`src/pmg_map.svh`:
```
// register offsets, write masks, field positions and timing figures
// assumes: included by bare name from package and modules
`ifndef PMG_MAP_SVH
`define PMG_MAP_SVH

// register offsets (byte addresses on the host register port)
`define PMG_ADDR_W 9
`define PMG_OFS_DEBOUNCE 9'h010
`define PMG_OFS_ACTIONS 9'h013
`define PMG_OFS_LP_DIS 9'h014
`define PMG_OFS_PIN01 9'h015
`define PMG_OFS_PIN23 9'h016
`define PMG_OFS_PIN4 9'h017
`define PMG_OFS_WAKE_SENS 9'h01c
`define PMG_OFS_MODE_BITS 9'h01d
`define PMG_OFS_OUT_LOW 9'h01e
`define PMG_OFS_OUT_HIGH 9'h01f
`define PMG_OFS_BUCK1 9'h021
`define PMG_OFS_BUCK3 9'h022

// writable bits per register, reserved bits read zero
`define PMG_MASK_DEBOUNCE 8'h07
`define PMG_MASK_LP_DIS 8'h95
`define PMG_MASK_PIN4 8'h0f
`define PMG_MASK_FIVE 8'h1f
`define PMG_MASK_BUCK1 8'h6f
`define PMG_MASK_BUCK3 8'h7f
`define PMG_RESET_VALUE 8'h00

// action bits
`define PMG_BIT_WAKE 2
`define PMG_BIT_SHUTDOWN 1
`define PMG_BIT_KICK 0
// low-power disable bits
`define PMG_BIT_DOMAIN_DIS 7
`define PMG_BIT_CAL_FREEZE 4
`define PMG_BIT_HOST_DIS 2
`define PMG_BIT_EVENT_DIS 0
// pin config nibble: inhibit 3, polarity 2, function 1:0
`define PMG_BIT_INHIBIT 3
`define PMG_BIT_POLARITY 2
// first buck fields
`define PMG_BUCK_VSRC_HI 6
`define PMG_BUCK_VSRC_LO 5
`define PMG_BIT_BUCK_DEFAULT 3
`define PMG_BUCK_ESRC_HI 2
`define PMG_BUCK_ESRC_LO 1
`define PMG_BIT_BUCK_ON 0

// pin function codes
`define PMG_FUNC_ALT 2'h0
`define PMG_FUNC_INPUT 2'h1
`define PMG_FUNC_OPEN_DRAIN 2'h2
`define PMG_FUNC_PUSH_PULL 2'h3
// output source codes
`define PMG_SRC_STATIC 3'h0
`define PMG_SRC_FAULT 3'h1
`define PMG_SRC_SEQ 3'h3

// debounce times in microseconds and clock rate
`define PMG_CLK_MHZ 20
`define PMG_DEB1_US 100
`define PMG_DEB2_US 1000
`define PMG_DEB3_US 10240
`define PMG_DEB4_US 51200
`define PMG_DEB5_US 256000
`define PMG_DEB6_US 512000
`define PMG_DEB7_US 1024000
`define PMG_DEB_CNT_W 25

`endif

```
`src/pmg_pkg.sv`:
```
// types shared by the pin control block and its debouncer
// assumes: pmg_map.svh on the include path
`include "pmg_map.svh"

package pmg_pkg;

  typedef logic [4:0] pmg_pins_type;
  typedef logic [`PMG_DEB_CNT_W-1:0] pmg_count_type;

  // debouncer state
  typedef struct packed {
    pmg_pins_type stable;
    pmg_count_type [4:0] cnt;
  } pmg_deb_state_type;

  // top state
  typedef struct packed {
    logic [7:0] lp_dis;
    logic [7:0] pin01;
    logic [7:0] pin23;
    logic [7:0] pin4;
    logic [7:0] wake_sens;
    logic [7:0] mode_bits;
    logic [7:0] out_low;
    logic [7:0] out_high;
    logic [7:0] buck1;
    logic [7:0] buck3;
    logic [2:0] debounce;
    logic [7:0] rdata;
    pmg_pins_type sync1;
    pmg_pins_type sync2;
    pmg_pins_type act_prev;
    logic vsel_a;
    logic wake;
    logic shutdown;
    logic kick;
    pmg_pins_type event_pulse;
    logic power_domain_en;
    logic system_domain_en;
    logic cal_freeze;
    logic host_off;
    logic buck_on;
    logic buck_vsel_a;
    pmg_pins_type pin_out;
    pmg_pins_type pin_oe;
  } pmg_state_type;

endpackage : pmg_pkg

```
`src/pmg_deb_if.sv`:
```
// carrier between the pin control block and its debouncer
// assumes: one clock shared by both ends
`timescale 1ns/1ps
`default_nettype none

interface pmg_deb_if;
  import pmg_pkg::*;
  pmg_count_type limit;
  pmg_pins_type enable;
  pmg_pins_type raw;
  pmg_pins_type filtered;
  modport ctl (output limit, output enable, output raw, input filtered);
  modport flt (input limit, input enable, input raw, output filtered);
endinterface : pmg_deb_if

`default_nettype wire

```
`src/pmg_debounce.sv`:
```
// per-pin debounce filter with a shared hold time
// assumes: raw inputs already synchronised to i_ref_clk
`timescale 1ns/1ps
`default_nettype none

module pmg_debounce
  import pmg_pkg::*;
(
  input wire logic i_ref_clk,
  input wire logic i_rstn,
  pmg_deb_if.flt deb
);

  pmg_deb_state_type state_reg;
  pmg_deb_state_type state_next;

  // ----------------------------------------------------------------
  // filter
  // ----------------------------------------------------------------
  // an enabled pin changes only after holding its new level for the full count; a disabled pin or a zero count passes the raw level straight through
  always_comb begin
    state_next = state_reg;
    for (int p = 0; p < 5; p++) begin
      if (!deb.enable[p] || deb.limit == '0) begin
        state_next.stable[p] = deb.raw[p];
        state_next.cnt[p] = '0;
      end else if (deb.raw[p] == state_reg.stable[p]) begin
        state_next.cnt[p] = '0;
      end else if (state_reg.cnt[p] + 1'b1 >= deb.limit) begin
        state_next.stable[p] = deb.raw[p];
        state_next.cnt[p] = '0;
      end else begin
        state_next.cnt[p] = state_reg.cnt[p] + 1'b1;
      end
    end
  end

  always_ff @(posedge i_ref_clk) begin
    if (!i_rstn) begin
      // filtered level starts high like an idle pulled-up pin
      state_reg <= '{stable: 5'h1f, default: '0};
    end else begin
      state_reg <= state_next;
    end
  end

  // one buffer per pin onto the carrier
  genvar g;
  generate
    for (g = 0; g < 5; g++) begin : g_out
      assign deb.filtered[g] = state_reg.stable[g];
    end
  endgenerate

endmodule : pmg_debounce

`default_nettype wire

```
`src/pmg_gpio_top.sv`:
```
// five-pin general-purpose block of the power manager with wakeup,
// low-power options, system action bits and first buck pin control
// assumes: register port driven by the two-wire host engine on
// i_ref_clk; sequencer and fault flag are logic on the same clock
`timescale 1ns/1ps
`default_nettype none
`include "pmg_map.svh"

module pmg_gpio_top
  import pmg_pkg::*;
#(
  parameter int unsigned DEB_CYC_1 = `PMG_DEB1_US * `PMG_CLK_MHZ,
  parameter int unsigned DEB_CYC_2 = `PMG_DEB2_US * `PMG_CLK_MHZ,
  parameter int unsigned DEB_CYC_3 = `PMG_DEB3_US * `PMG_CLK_MHZ,
  parameter int unsigned DEB_CYC_4 = `PMG_DEB4_US * `PMG_CLK_MHZ,
  parameter int unsigned DEB_CYC_5 = `PMG_DEB5_US * `PMG_CLK_MHZ,
  parameter int unsigned DEB_CYC_6 = `PMG_DEB6_US * `PMG_CLK_MHZ,
  parameter int unsigned DEB_CYC_7 = `PMG_DEB7_US * `PMG_CLK_MHZ
) (
  input wire logic i_ref_clk,
  input wire logic i_rstn,
  input wire logic i_reg_wr,
  input wire logic [`PMG_ADDR_W-1:0] i_reg_addr,
  input wire logic [7:0] i_reg_wdata,
  output logic [7:0] o_reg_rdata,
  input wire logic [4:0] i_pin_in,
  output logic [4:0] o_pin_out,
  output logic [4:0] o_pin_oe,
  input wire logic i_deep_low_power,
  input wire logic i_supply_fault,
  input wire logic [4:0] i_seq_pin,
  input wire logic i_seq_buck_vsel_a,
  output logic o_wakeup_req,
  output logic o_shutdown_req,
  output logic o_watchdog_kick,
  output logic [4:0] o_input_pin_event,
  output logic o_power_domain_en,
  output logic o_system_domain_en,
  output logic o_calendar_freeze,
  output logic o_host_bus_off,
  output logic o_first_buck_on,
  output logic o_first_buck_vsel_a,
  output logic o_first_buck_default_supply
);

  pmg_state_type state_reg;
  pmg_state_type state_next;
  pmg_deb_if deb ();

  // ----------------------------------------------------------------
  // field decoders
  // ----------------------------------------------------------------
  // config nibble of pin p: {inhibit, polarity, function}
  function automatic logic [3:0] pin_nibble(input pmg_state_type s,
                                            input int p);
    logic [3:0] r;
    r = 4'h0;
    case (p)
      0: r = s.pin01[3:0];
      1: r = s.pin01[7:4];
      2: r = s.pin23[3:0];
      3: r = s.pin23[7:4];
      default: r = s.pin4[3:0];
    endcase
    return r;
  endfunction : pin_nibble

  // output source of pin p widened to three bits
  function automatic logic [2:0] pin_src(input pmg_state_type s,
                                         input int p);
    logic [2:0] r;
    r = 3'h0;
    case (p)
      0: r = s.out_low[2:0];
      1: r = s.out_low[5:3];
      2: r = {1'b0, s.out_low[7:6]};
      3: r = s.out_high[2:0];
      default: r = {1'b0, s.out_high[4:3]};
    endcase
    return r;
  endfunction : pin_src

  // debounce code to cycle count
  function automatic pmg_count_type deb_limit(input logic [2:0] code);
    pmg_count_type r;
    r = '0;
    case (code)
      3'h1: r = DEB_CYC_1[`PMG_DEB_CNT_W-1:0];
      3'h2: r = DEB_CYC_2[`PMG_DEB_CNT_W-1:0];
      3'h3: r = DEB_CYC_3[`PMG_DEB_CNT_W-1:0];
      3'h4: r = DEB_CYC_4[`PMG_DEB_CNT_W-1:0];
      3'h5: r = DEB_CYC_5[`PMG_DEB_CNT_W-1:0];
      3'h6: r = DEB_CYC_6[`PMG_DEB_CNT_W-1:0];
      3'h7: r = DEB_CYC_7[`PMG_DEB_CNT_W-1:0];
      default: r = '0;
    endcase
    return r;
  endfunction : deb_limit

  // ----------------------------------------------------------------
  // debouncer hookup
  // ----------------------------------------------------------------
  logic [1:0] func [5];
  logic [4:0] pol;
  logic [4:0] inhibit;
  logic [4:0] is_input;
  logic [3:0] nib;

  // per-pin fields pulled out of a local copy of the config nibble
  always_comb begin
    nib = 4'h0;
    for (int p = 0; p < 5; p++) begin
      nib = pin_nibble(state_reg, p);
      func[p] = nib[1:0];
      pol[p] = nib[`PMG_BIT_POLARITY];
      inhibit[p] = nib[`PMG_BIT_INHIBIT];
      is_input[p] = !func[p][1];
    end
  end

  // debounce only for inputs with the mode bit set
  assign deb.raw = state_reg.sync2;
  assign deb.enable = is_input & state_reg.mode_bits[4:0];
  assign deb.limit = deb_limit(state_reg.debounce);

  pmg_debounce u_debounce (
    .i_ref_clk(i_ref_clk),
    .i_rstn(i_rstn),
    .deb(deb.flt)
  );

  // ----------------------------------------------------------------
  // next state
  // ----------------------------------------------------------------
  logic [4:0] act;
  logic [4:0] rise;
  logic [4:0] fall;
  logic [4:0] wake_pin;
  logic [2:0] src;
  logic [1:0] idx;
  logic drive;
  logic sleep;
  logic wr_act;

  always_comb begin
    state_next = state_reg;
    sleep = i_deep_low_power;
    src = 3'h0;
    idx = 2'h0;
    drive = 1'b0;
    // two flops before the pins reach any logic
    state_next.sync1 = i_pin_in;
    state_next.sync2 = state_reg.sync1;

    // active level and transitions after the debouncer
    act = ~(deb.filtered ^ pol);
    rise = act & ~state_reg.act_prev;
    fall = ~act & state_reg.act_prev;
    state_next.act_prev = act;

    // register writes; action bits are never stored
    wr_act = i_reg_wr && (i_reg_addr == `PMG_OFS_ACTIONS);
    if (i_reg_wr) begin
      case (i_reg_addr)
        `PMG_OFS_DEBOUNCE:
          state_next.debounce = i_reg_wdata[2:0];
        `PMG_OFS_LP_DIS:
          state_next.lp_dis = i_reg_wdata & `PMG_MASK_LP_DIS;
        `PMG_OFS_PIN01: state_next.pin01 = i_reg_wdata;
        `PMG_OFS_PIN23: state_next.pin23 = i_reg_wdata;
        `PMG_OFS_PIN4:
          state_next.pin4 = i_reg_wdata & `PMG_MASK_PIN4;
        `PMG_OFS_WAKE_SENS:
          state_next.wake_sens = i_reg_wdata & `PMG_MASK_FIVE;
        `PMG_OFS_MODE_BITS:
          state_next.mode_bits = i_reg_wdata & `PMG_MASK_FIVE;
        `PMG_OFS_OUT_LOW: state_next.out_low = i_reg_wdata;
        `PMG_OFS_OUT_HIGH:
          state_next.out_high = i_reg_wdata & `PMG_MASK_FIVE;
        `PMG_OFS_BUCK1:
          state_next.buck1 = i_reg_wdata & `PMG_MASK_BUCK1;
        `PMG_OFS_BUCK3:
          state_next.buck3 = i_reg_wdata & `PMG_MASK_BUCK3;
        default: ;
      endcase
    end

    // wakeup from pins: edge or level, only while asleep
    for (int p = 0; p < 5; p++) begin
      wake_pin[p] = sleep && is_input[p] && !inhibit[p] &&
        (state_reg.wake_sens[p] ? act[p] : rise[p]);
    end
    state_next.wake = (wr_act && i_reg_wdata[`PMG_BIT_WAKE]) ||
                      (|wake_pin);
    state_next.shutdown = wr_act &&
                          i_reg_wdata[`PMG_BIT_SHUTDOWN];
    // pin zero as watchdog trigger shares the kick path
    state_next.kick = (wr_act && i_reg_wdata[`PMG_BIT_KICK]) ||
                      (func[0] == `PMG_FUNC_ALT && rise[0]);

    // input events, muted in sleep when asked
    state_next.event_pulse = (sleep &&
      state_reg.lp_dis[`PMG_BIT_EVENT_DIS]) ? 5'h00 :
      (rise & is_input);

    // domain enables from pins two and four, frozen in sleep if asked
    if (!(sleep && state_reg.lp_dis[`PMG_BIT_DOMAIN_DIS])) begin
      if (func[2] == `PMG_FUNC_ALT) begin
        state_next.power_domain_en = act[2];
      end
      if (func[4] == `PMG_FUNC_ALT) begin
        state_next.system_domain_en = act[4];
      end
    end
    state_next.cal_freeze = sleep &&
      state_reg.lp_dis[`PMG_BIT_CAL_FREEZE];
    state_next.host_off = sleep &&
      state_reg.lp_dis[`PMG_BIT_HOST_DIS];

    // first buck enable: selected input edges rewrite the enable bit;
    // hardware edge wins over a write in the same cycle
    idx = state_next.buck1[`PMG_BUCK_ESRC_HI:`PMG_BUCK_ESRC_LO];
    if (idx != 2'h0 && func[idx] == `PMG_FUNC_INPUT) begin
      if (rise[idx]) begin
        state_next.buck1[`PMG_BIT_BUCK_ON] = 1'b1;
      end else if (fall[idx]) begin
        state_next.buck1[`PMG_BIT_BUCK_ON] = 1'b0;
      end
    end
    state_next.buck_on = state_next.buck1[`PMG_BIT_BUCK_ON];

    // first buck voltage select
    idx = state_reg.buck1[`PMG_BUCK_VSRC_HI:`PMG_BUCK_VSRC_LO];
    if (idx != 2'h0 && func[idx] == `PMG_FUNC_INPUT) begin
      if (rise[idx]) begin
        state_next.vsel_a = 1'b1;
      end else if (fall[idx]) begin
        state_next.vsel_a = 1'b0;
      end
    end
    state_next.buck_vsel_a = (idx == 2'h0) ? i_seq_buck_vsel_a :
                             state_next.vsel_a;

    // output drivers; reserved sources drive the passive level
    for (int p = 0; p < 5; p++) begin
      src = pin_src(state_reg, p);
      idx = src[1:0];
      if (p == 2 && func[p] == `PMG_FUNC_PUSH_PULL) begin
        src = `PMG_SRC_FAULT;
      end
      case (src)
        `PMG_SRC_STATIC: drive = 1'b1;
        `PMG_SRC_FAULT: drive = i_supply_fault;
        `PMG_SRC_SEQ: drive = i_seq_pin[p];
        3'h4, 3'h5, 3'h6, 3'h7:
          // a pin never forwards itself, that code is reserved
          drive = (int'(idx) != p) && act[idx];
        default: drive = 1'b0;
      endcase
      // static drives the mode bit, others apply it as polarity
      if (src == `PMG_SRC_STATIC) begin
        drive = state_reg.mode_bits[p];
      end else begin
        drive = state_reg.mode_bits[p] ? drive : !drive;
      end
      case (func[p])
        `PMG_FUNC_OPEN_DRAIN: begin
          state_next.pin_out[p] = 1'b0;
          state_next.pin_oe[p] = !drive;
        end
        `PMG_FUNC_PUSH_PULL: begin
          state_next.pin_out[p] = drive;
          state_next.pin_oe[p] = 1'b1;
        end
        default: begin
          state_next.pin_out[p] = 1'b0;
          state_next.pin_oe[p] = 1'b0;
        end
      endcase
    end

    // readback, one cycle after the address
    case (i_reg_addr)
      `PMG_OFS_DEBOUNCE: state_next.rdata = {5'h00, state_reg.debounce};
      `PMG_OFS_ACTIONS: state_next.rdata = 8'h00;
      `PMG_OFS_LP_DIS: state_next.rdata = state_reg.lp_dis;
      `PMG_OFS_PIN01: state_next.rdata = state_reg.pin01;
      `PMG_OFS_PIN23: state_next.rdata = state_reg.pin23;
      `PMG_OFS_PIN4: state_next.rdata = state_reg.pin4;
      `PMG_OFS_WAKE_SENS: state_next.rdata = state_reg.wake_sens;
      `PMG_OFS_MODE_BITS: state_next.rdata = state_reg.mode_bits;
      `PMG_OFS_OUT_LOW: state_next.rdata = state_reg.out_low;
      `PMG_OFS_OUT_HIGH: state_next.rdata = state_reg.out_high;
      `PMG_OFS_BUCK1: state_next.rdata = state_reg.buck1;
      `PMG_OFS_BUCK3: state_next.rdata = state_reg.buck3;
      default: state_next.rdata = 8'h00;
    endcase
  end

  // ----------------------------------------------------------------
  // state register
  // ----------------------------------------------------------------
  always_ff @(posedge i_ref_clk) begin
    if (!i_rstn) begin
      // synchronisers start at the pull-up level: no false edge after reset
      state_reg <= '{sync1: 5'h1f, sync2: 5'h1f, default: '0};
    end else begin
      state_reg <= state_next;
    end
  end

  // outputs straight from flops
  assign o_reg_rdata = state_reg.rdata;
  assign o_pin_out = state_reg.pin_out;
  assign o_pin_oe = state_reg.pin_oe;
  assign o_wakeup_req = state_reg.wake;
  assign o_shutdown_req = state_reg.shutdown;
  assign o_watchdog_kick = state_reg.kick;
  assign o_input_pin_event = state_reg.event_pulse;
  assign o_power_domain_en = state_reg.power_domain_en;
  assign o_system_domain_en = state_reg.system_domain_en;
  assign o_calendar_freeze = state_reg.cal_freeze;
  assign o_host_bus_off = state_reg.host_off;
  assign o_first_buck_on = state_reg.buck_on;
  assign o_first_buck_vsel_a = state_reg.buck_vsel_a;
  assign o_first_buck_default_supply =
    state_reg.buck1[`PMG_BIT_BUCK_DEFAULT];

endmodule : pmg_gpio_top

`default_nettype wire

```
`config.mk`:
```
export PLATFORM = sky130hd
export DESIGN_NAME = pmg_gpio_top
export DESIGN_NICKNAME = d
export VERILOG_FILES = /design/src/pmg_pkg.sv /design/src/pmg_deb_if.sv /design/src/pmg_debounce.sv /design/src/pmg_gpio_top.sv
export VERILOG_INCLUDE_DIRS = /design/src /design/src/src
export SDC_FILE = /design/constraint.sdc
export NUM_CORES = 1
export LEC_CHECK = 0
export BUFFER_PORTS_ARGS = -buffer_cell sky130_fd_sc_hd__buf_2
export CORE_ASPECT_RATIO = 0.5
export CORE_MARGIN = 5
export CORE_UTILIZATION = 62
export CTS_BUF_LIST = sky130_fd_sc_hd__clkbuf_16
export DETAILED_ROUTE_END_ITERATION = 10
export PLACE_DENSITY = 0.8
export SKIP_LAST_GASP = 1
export SLEW_MARGIN = 20
export SYNTH_ARGS = -nofsm -noshare
export SYNTH_HDL_FRONTEND = slang
export SYNTH_SLANG_ARGS = --single-unit
```
`constraint.sdc`:
```
create_clock -name i_ref_clk -period 5 [get_ports i_ref_clk]
set_input_delay 0.5 -clock i_ref_clk [delete_from_list [all_inputs] [get_ports i_ref_clk]]
set_output_delay 0.5 -clock i_ref_clk [all_outputs]
set_load 0.03 [all_outputs]
```
# Word-level counts from Yosys, hierarchy flattened
# Index checks and enable logic that the tools add are counted.
[classes]
add_sub_neg = 5
order_cmp = 13
n_eq_ne = 70
n_mux = 76
n_bitwise = 12
n_reduce_logical = 114
[ops]
columns = ["op", "n"]
rows = [
  ["25-bit one-hot mux with 7 select lines", 1],
  ["25-bit by 1-bit adder with 25-bit output (second input constant)", 5],
  ["25-bit greater-or-equal comparator", 5],
  ["9-bit by 5-bit == test with 1-bit output (second input constant)", 10],
  ["8-bit one-hot mux with 11 select lines", 1],
  ["3-bit == test (second input constant)", 20],
  ["2-bit AND reduction", 23],
  ["1-bit two-way mux", 45],
  ["4-bit OR reduction", 9],
  ["1-bit logical AND", 30],
  ["1-bit zero test", 25],
  ["25-bit zero test", 1],
  ["2-bit by 4-bit < comparator with 1-bit output (second input constant)", 6],
  ["2-bit == test (second input constant)", 11],
  ["3-bit by 2-bit == test with 1-bit output (second input constant)", 6],
  ["9-bit by 6-bit == test with 1-bit output (second input constant)", 2],
  ["1-bit binary-select mux with 2-bit select", 8],
  ["1-bit one-hot mux with 4 select lines", 4],
  ["2-bit nonzero test", 8],
  ["5-bit AND", 3],
  ["3-bit by 1-bit == test with 1-bit output (second input constant)", 5],
  ["3-bit zero test", 5],
  ["14-bit two-way mux", 1],
  ["2-bit binary-select mux with 3-bit select", 2],
  ["20 further kinds", 54],
]
[totals]
register_bits = 241
out_inout_bits = 33
elab_cells = 333

# Depth between registers and ports, before layout
[logic_depth]
word_depth = 11
depth_mapped = 15
depth_no_buf = 13

# By module
# From an unflattened synthesis, not the netlist that was laid out.
[hier_totals]
hier_cells = 1571
area_unflattened_um2 = 13837.0
[by_module_without_submodules]
columns = ["module", "instances", "cells_per_inst", "area_each_um2"]
rows = [
  ["pmg_debounce", 1, 976, 8630.8],
  ["pmg_gpio_top", 1, 595, 5206.2],
]

# Worst setup path after synthesis
# Ideal clock, no wire load.
[synth_timing]
path_type = "register -> register"
start = "register u_debounce.state_reg[100] (netlist name)"
end = "register u_debounce.state_reg[105] (netlist name)"
setup_ns = 0.121
arrival_ns = 3.397
t_required_ns = 4.879
path_slack_ns = 1.482
path_stages_with_launch = 15
cell_sequence = "dfxtp_1 > ha_1 > nand2_1 > or4b_1 > nor2b_1 > and3_1 > xor2_1 > ha_1 > nand4_1 > nor4_1 > nand2_1 > nor4_1 > nand3b_1 > buf_2 > nor3b_1"
[synth_between]
elab_chain_len = 3
[synth_rtl]
columns = ["item", "line_no", "text"]
rows = [
  ["from (decl)", "pmg_debounce.sv:14", "pmg_deb_state_type state_reg;"],
  ["from (signal assigned)", "pmg_debounce.sv:43", "state_reg <= state_next;"],
  ["25-bit by 1-bit adder with 25-bit output (*)", "pmg_debounce.sv:29, pmg_debounce.sv:33", ""],
  ["25-bit greater-or-equal comparator", "pmg_debounce.sv:29", "end else if (state_reg.cnt[p] + 1'b1 >= deb.limit) begin"],
  ["4-bit OR reduction (no line)", "-", ""],
]
# Mark *: on every way between the ends. The rest lies on a longest branch, timed or not.
# A chain may end at the register's enable or synchronous reset.

# Worst setup path in the final report
[layout_timing]
start = "register u_debounce.state_reg[100] (netlist name)"
end = "register u_debounce.state_reg[110] (netlist name)"
# Same word-level chain as after synthesis.

==> impl_results.md <==
- Endpoints failing hold: 0
- Most used DFF post-synth: dfxtp_1
- Clock buffer depth: 3
- DR pass1 iterations: 6
- Crit path kind: reg -> reg
- CP Buf/Inv Count: 1
- CP top delay family: simple AND/OR/NAND/NOR gates
- Final setup vio count: 0
- Vias in the first global route: 11,200
- Fin. max-slew vios: 0
- Met1 Wirelength: 15,000 um
- CTS H-tree depth: 1
- RSZ-0062 raised after global routing: no
- Die Ht: 113 um
- Port buffer count: 65
- Leakage power figure: 5.84 nW
- Worst min path class: in -> reg
- Routed Wire Length: 34,200 um
- CP required: 5.39 ns
- VDD IR-drop max: 0.252 mV
- Root buf cell: clkbuf_16
- Antenna-violating nets left: 0
- Crit. End Element: register
- Area grow syn2layout: 7.92%
- Nets: 1,655
- Sequential-to-total area share from yosys stat: 36.4%
- Synth warn: 0
- Seq cells post-synth: 240
- Initial detailed-routing violation count: 1,003
- Total gr overflow: 0
- Hpwl dp: 24,600 um
- Hold_buf cts: 0
- Synth Net Count: 1,634
- Worst path slowest cell: or4b_1
- Final worst path period need: 4.38 ns
- Inserted Diodes: 0
- Drt wl/cell: 19.0 um
- Crit-path cells: ha_1 -> nand2_1 -> or4b_1 -> nor2b_1 -> and3_1 -> xor2_1 -> ha_1 -> nand4_1 -> nor4_1 -> nand2_1 -> nor4_1 -> nand3b_1 -> buf_4 -> nor3b_1
- Post-synth EDFFs: 0
- Max-slew headroom: 40.0%
- Share of cells above drive strength 1: 8.55%
- Initial Utilization: 63.6%
- Max reg flops: 125
- Global-route wire length before repair: 55,100 um
- Tot GR Track Use: 27.0%
- CTS tree: built
- Asr flop ratio synth: 0%
- Met3 wire length: 2320 um
- Met2 routed WL: 15,500 um
- Vias: 11,300
- Largest net degree at the start of global routing: 73
- Die area: 24,500 sq um
- Power per cell area: 264 nW/um^2
- Fin util: 68.7%
- Ports: 66
- RD Place Congestion: 0.985
- Max Cap Viol: 0
- Max Clk Rate: 228 MHz
- Vias per std cell: 6.25
- Row count: 37
- Startpoint Class: register
- Setup_tns: 0 ns
- Post-CTS Resized: 0
- Largest stage delay on the critical path: 0.59 ns
- Num CTS Buffers: 22
- Final worst path period share: 87.6%
- Post-Synthesis Cells: 1,496
- Fin Clk Skew: 0.0171 ns
- Post-Syn Area per Cell: 8.82 sq um
- Clk pin slew, worst setup/hold paths: 0.07 ns
- Slew of the pin with the lowest slew margin: 0.898 ns
- # Post-CTS Setup Buffers: 0
- Largest fanout on the critical path: 14
- Sink Count: 240
- Core Box Area: 20,700 sq um
- Data arrival, critical path: 4.77 ns
- Run status: completed
- Initial antenna violation count: 0
- Die W: 216 um
- Synth Cell Area: 13,200 sq um
- Distinct cell type count after synthesis: 72
- Worst-Skew Late Latency: 0.51 ns
- Residual DRC count: 0
- Max layer used: met4
-- routing by layer --
| layer | vias up | GRT usage (%) |
|---|---|---|
| li1 | 5321 | - |
| met1 | 5373 | 35.1 |
| met2 | 466 | 45.5 |
| met3 | 123 | 4.33 |
| met4 | 0 | 10.3 |
| met5 | - | 0 |
-- cells in the mapped netlist (5+ instances only) --
cell type	count	share of area, %
buf_2	13	0.49
and3_1	42	2.0
and2_1	13	0.62
xnor2_1	81	5.4
nor4b_1	8	0.53
a22o_1	10	0.66
a21o_1	9	0.51
nor2_1	112	3.2
nand4_1	36	1.7
a21oi_1	76	2.9
or4b_1	5	0.38
buf_1	5	0.14
nand2b_1	14	0.66
dfxtp_1	240	36
xor2_1	54	3.6
nor3b_1	22	1.3
a31oi_1	7	0.33
buf_4	26	1.5
a22oi_1	12	0.68
and4_1	18	1.2
nand2_1	151	4.3
nor3_1	21	0.80
o21ai_0	30	1.1
nor2b_1	82	3.9
o21a_1	6	0.34
o31ai_1	5	0.28
ha_1	105	10
nand3_1	63	2.4
clkbuf_1	33	0.94
mux2i_1	52	3.9
nor2b_2	9	0.60
inv_1	34	0.97
or3_1	6	0.28
nor4_1	22	1.0
-- worst register-to-register path, delay by kind of cell, from the launching register on --
family / cells / cell delay [ns]
and+or+nand+nor: 10 / 2.94
adders and majority gates: 2 / 0.56
DFF: 1 / 0.38
buffers and inverters: 1 / 0.30
xor gates and xnor gates: 1 / 0.08
-- cells in the final DEF, fill, tap and decap left out, types with 5 or more instances in the layout --
cell and instances:
or3_1 6, nor4b_1 8, nor3b_1 22, nor2b_2 9
o31ai_1 5, a31oi_1 7, a22o_1 10, and4_1 18
nor2_1 112, nor2b_1 82, o21ai_0 30, ha_1 105
nand3_1 63, dfxtp_1 240, or4b_1 5, nand2_1 151
buf_4 11, nand2b_1 14, buf_2 65, clkbuf_16 23
a21o_1 9, xor2_1 54, a22oi_1 12, and2_1 13
nor3_1 21, mux2i_1 52, nor4_1 22, and3_1 42
a21oi_1 76, o21a_1 6, nand4_1 36, xnor2_1 81
inv_1 40
-- logic make-up after synthesis --
kind of cell	count (synthesis)	synth area share, %
AND/OR/NAND/NOR	646	26.3
buffers and inverters	113	4.19
XOR/XNOR	136	9.08
AO/OA/AOI/OAI	202	9.92
multiplexers	54	4.13
adder cells (fa/ha/maj)	105	9.96
flip-flops	240	36.4
-- report_power, final --
| part | internal (mW) | leakage (nW) | switching, mW | total [mW] |
|---|---|---|---|---|
| sequential | 1.92 | 1.94 | 0.00584 | 1.92 |
| combinational | 0.0287 | 3.52 | 0.0768 | 0.106 |
| clock | 0.984 | 0.376 | 0.743 | 1.73 |
| total | 2.93 | 5.84 | 0.826 | 3.76 |
-- path summary, 6_finish.rpt --
kind	start	endpoint	slack [ns]	cells after the start
hold reg to reg	state_next[33]	deb.raw[3]	0.41	1
setup / recovery	u_debounce.state_reg[100]	u_debounce.state_reg[110]	0.62	14
setup reg to reg	u_debounce.state_reg[100]	u_debounce.state_reg[110]	0.62	14
hold / removal	i_pin_in[2]	state_next[32]	0.18	2
-- final cells by class --
cell class                 instances  area (sq um)
timing repair buffer              76           408
sequential                       240          4800
clock inverter                    16           145
multi-input combinational       1143          7840
tap                              273           342
clock buffer                      23           576
inverter                          34           128
fill                            1644          6500
-- stage by stage --
step	setup WS, ns	instance area [sq um]	std cells	total power, mW	hold WS, ns
2_1_floorplan	1.48	13200	1496	2.02	0.386
3_3_place_gp	0.885	13500	1766	2.07	0.388
3_5_place_dp	0.732	13500	1766	2.07	0.394
4_1_cts	0.681	14200	1805	3.76	0.171
5_1_grt	0.301	14200	1805	3.86	0.167
6_report	0.620	14200	1805	3.76	0.177
Note: power is estimated with default switching activity, not from simulation.
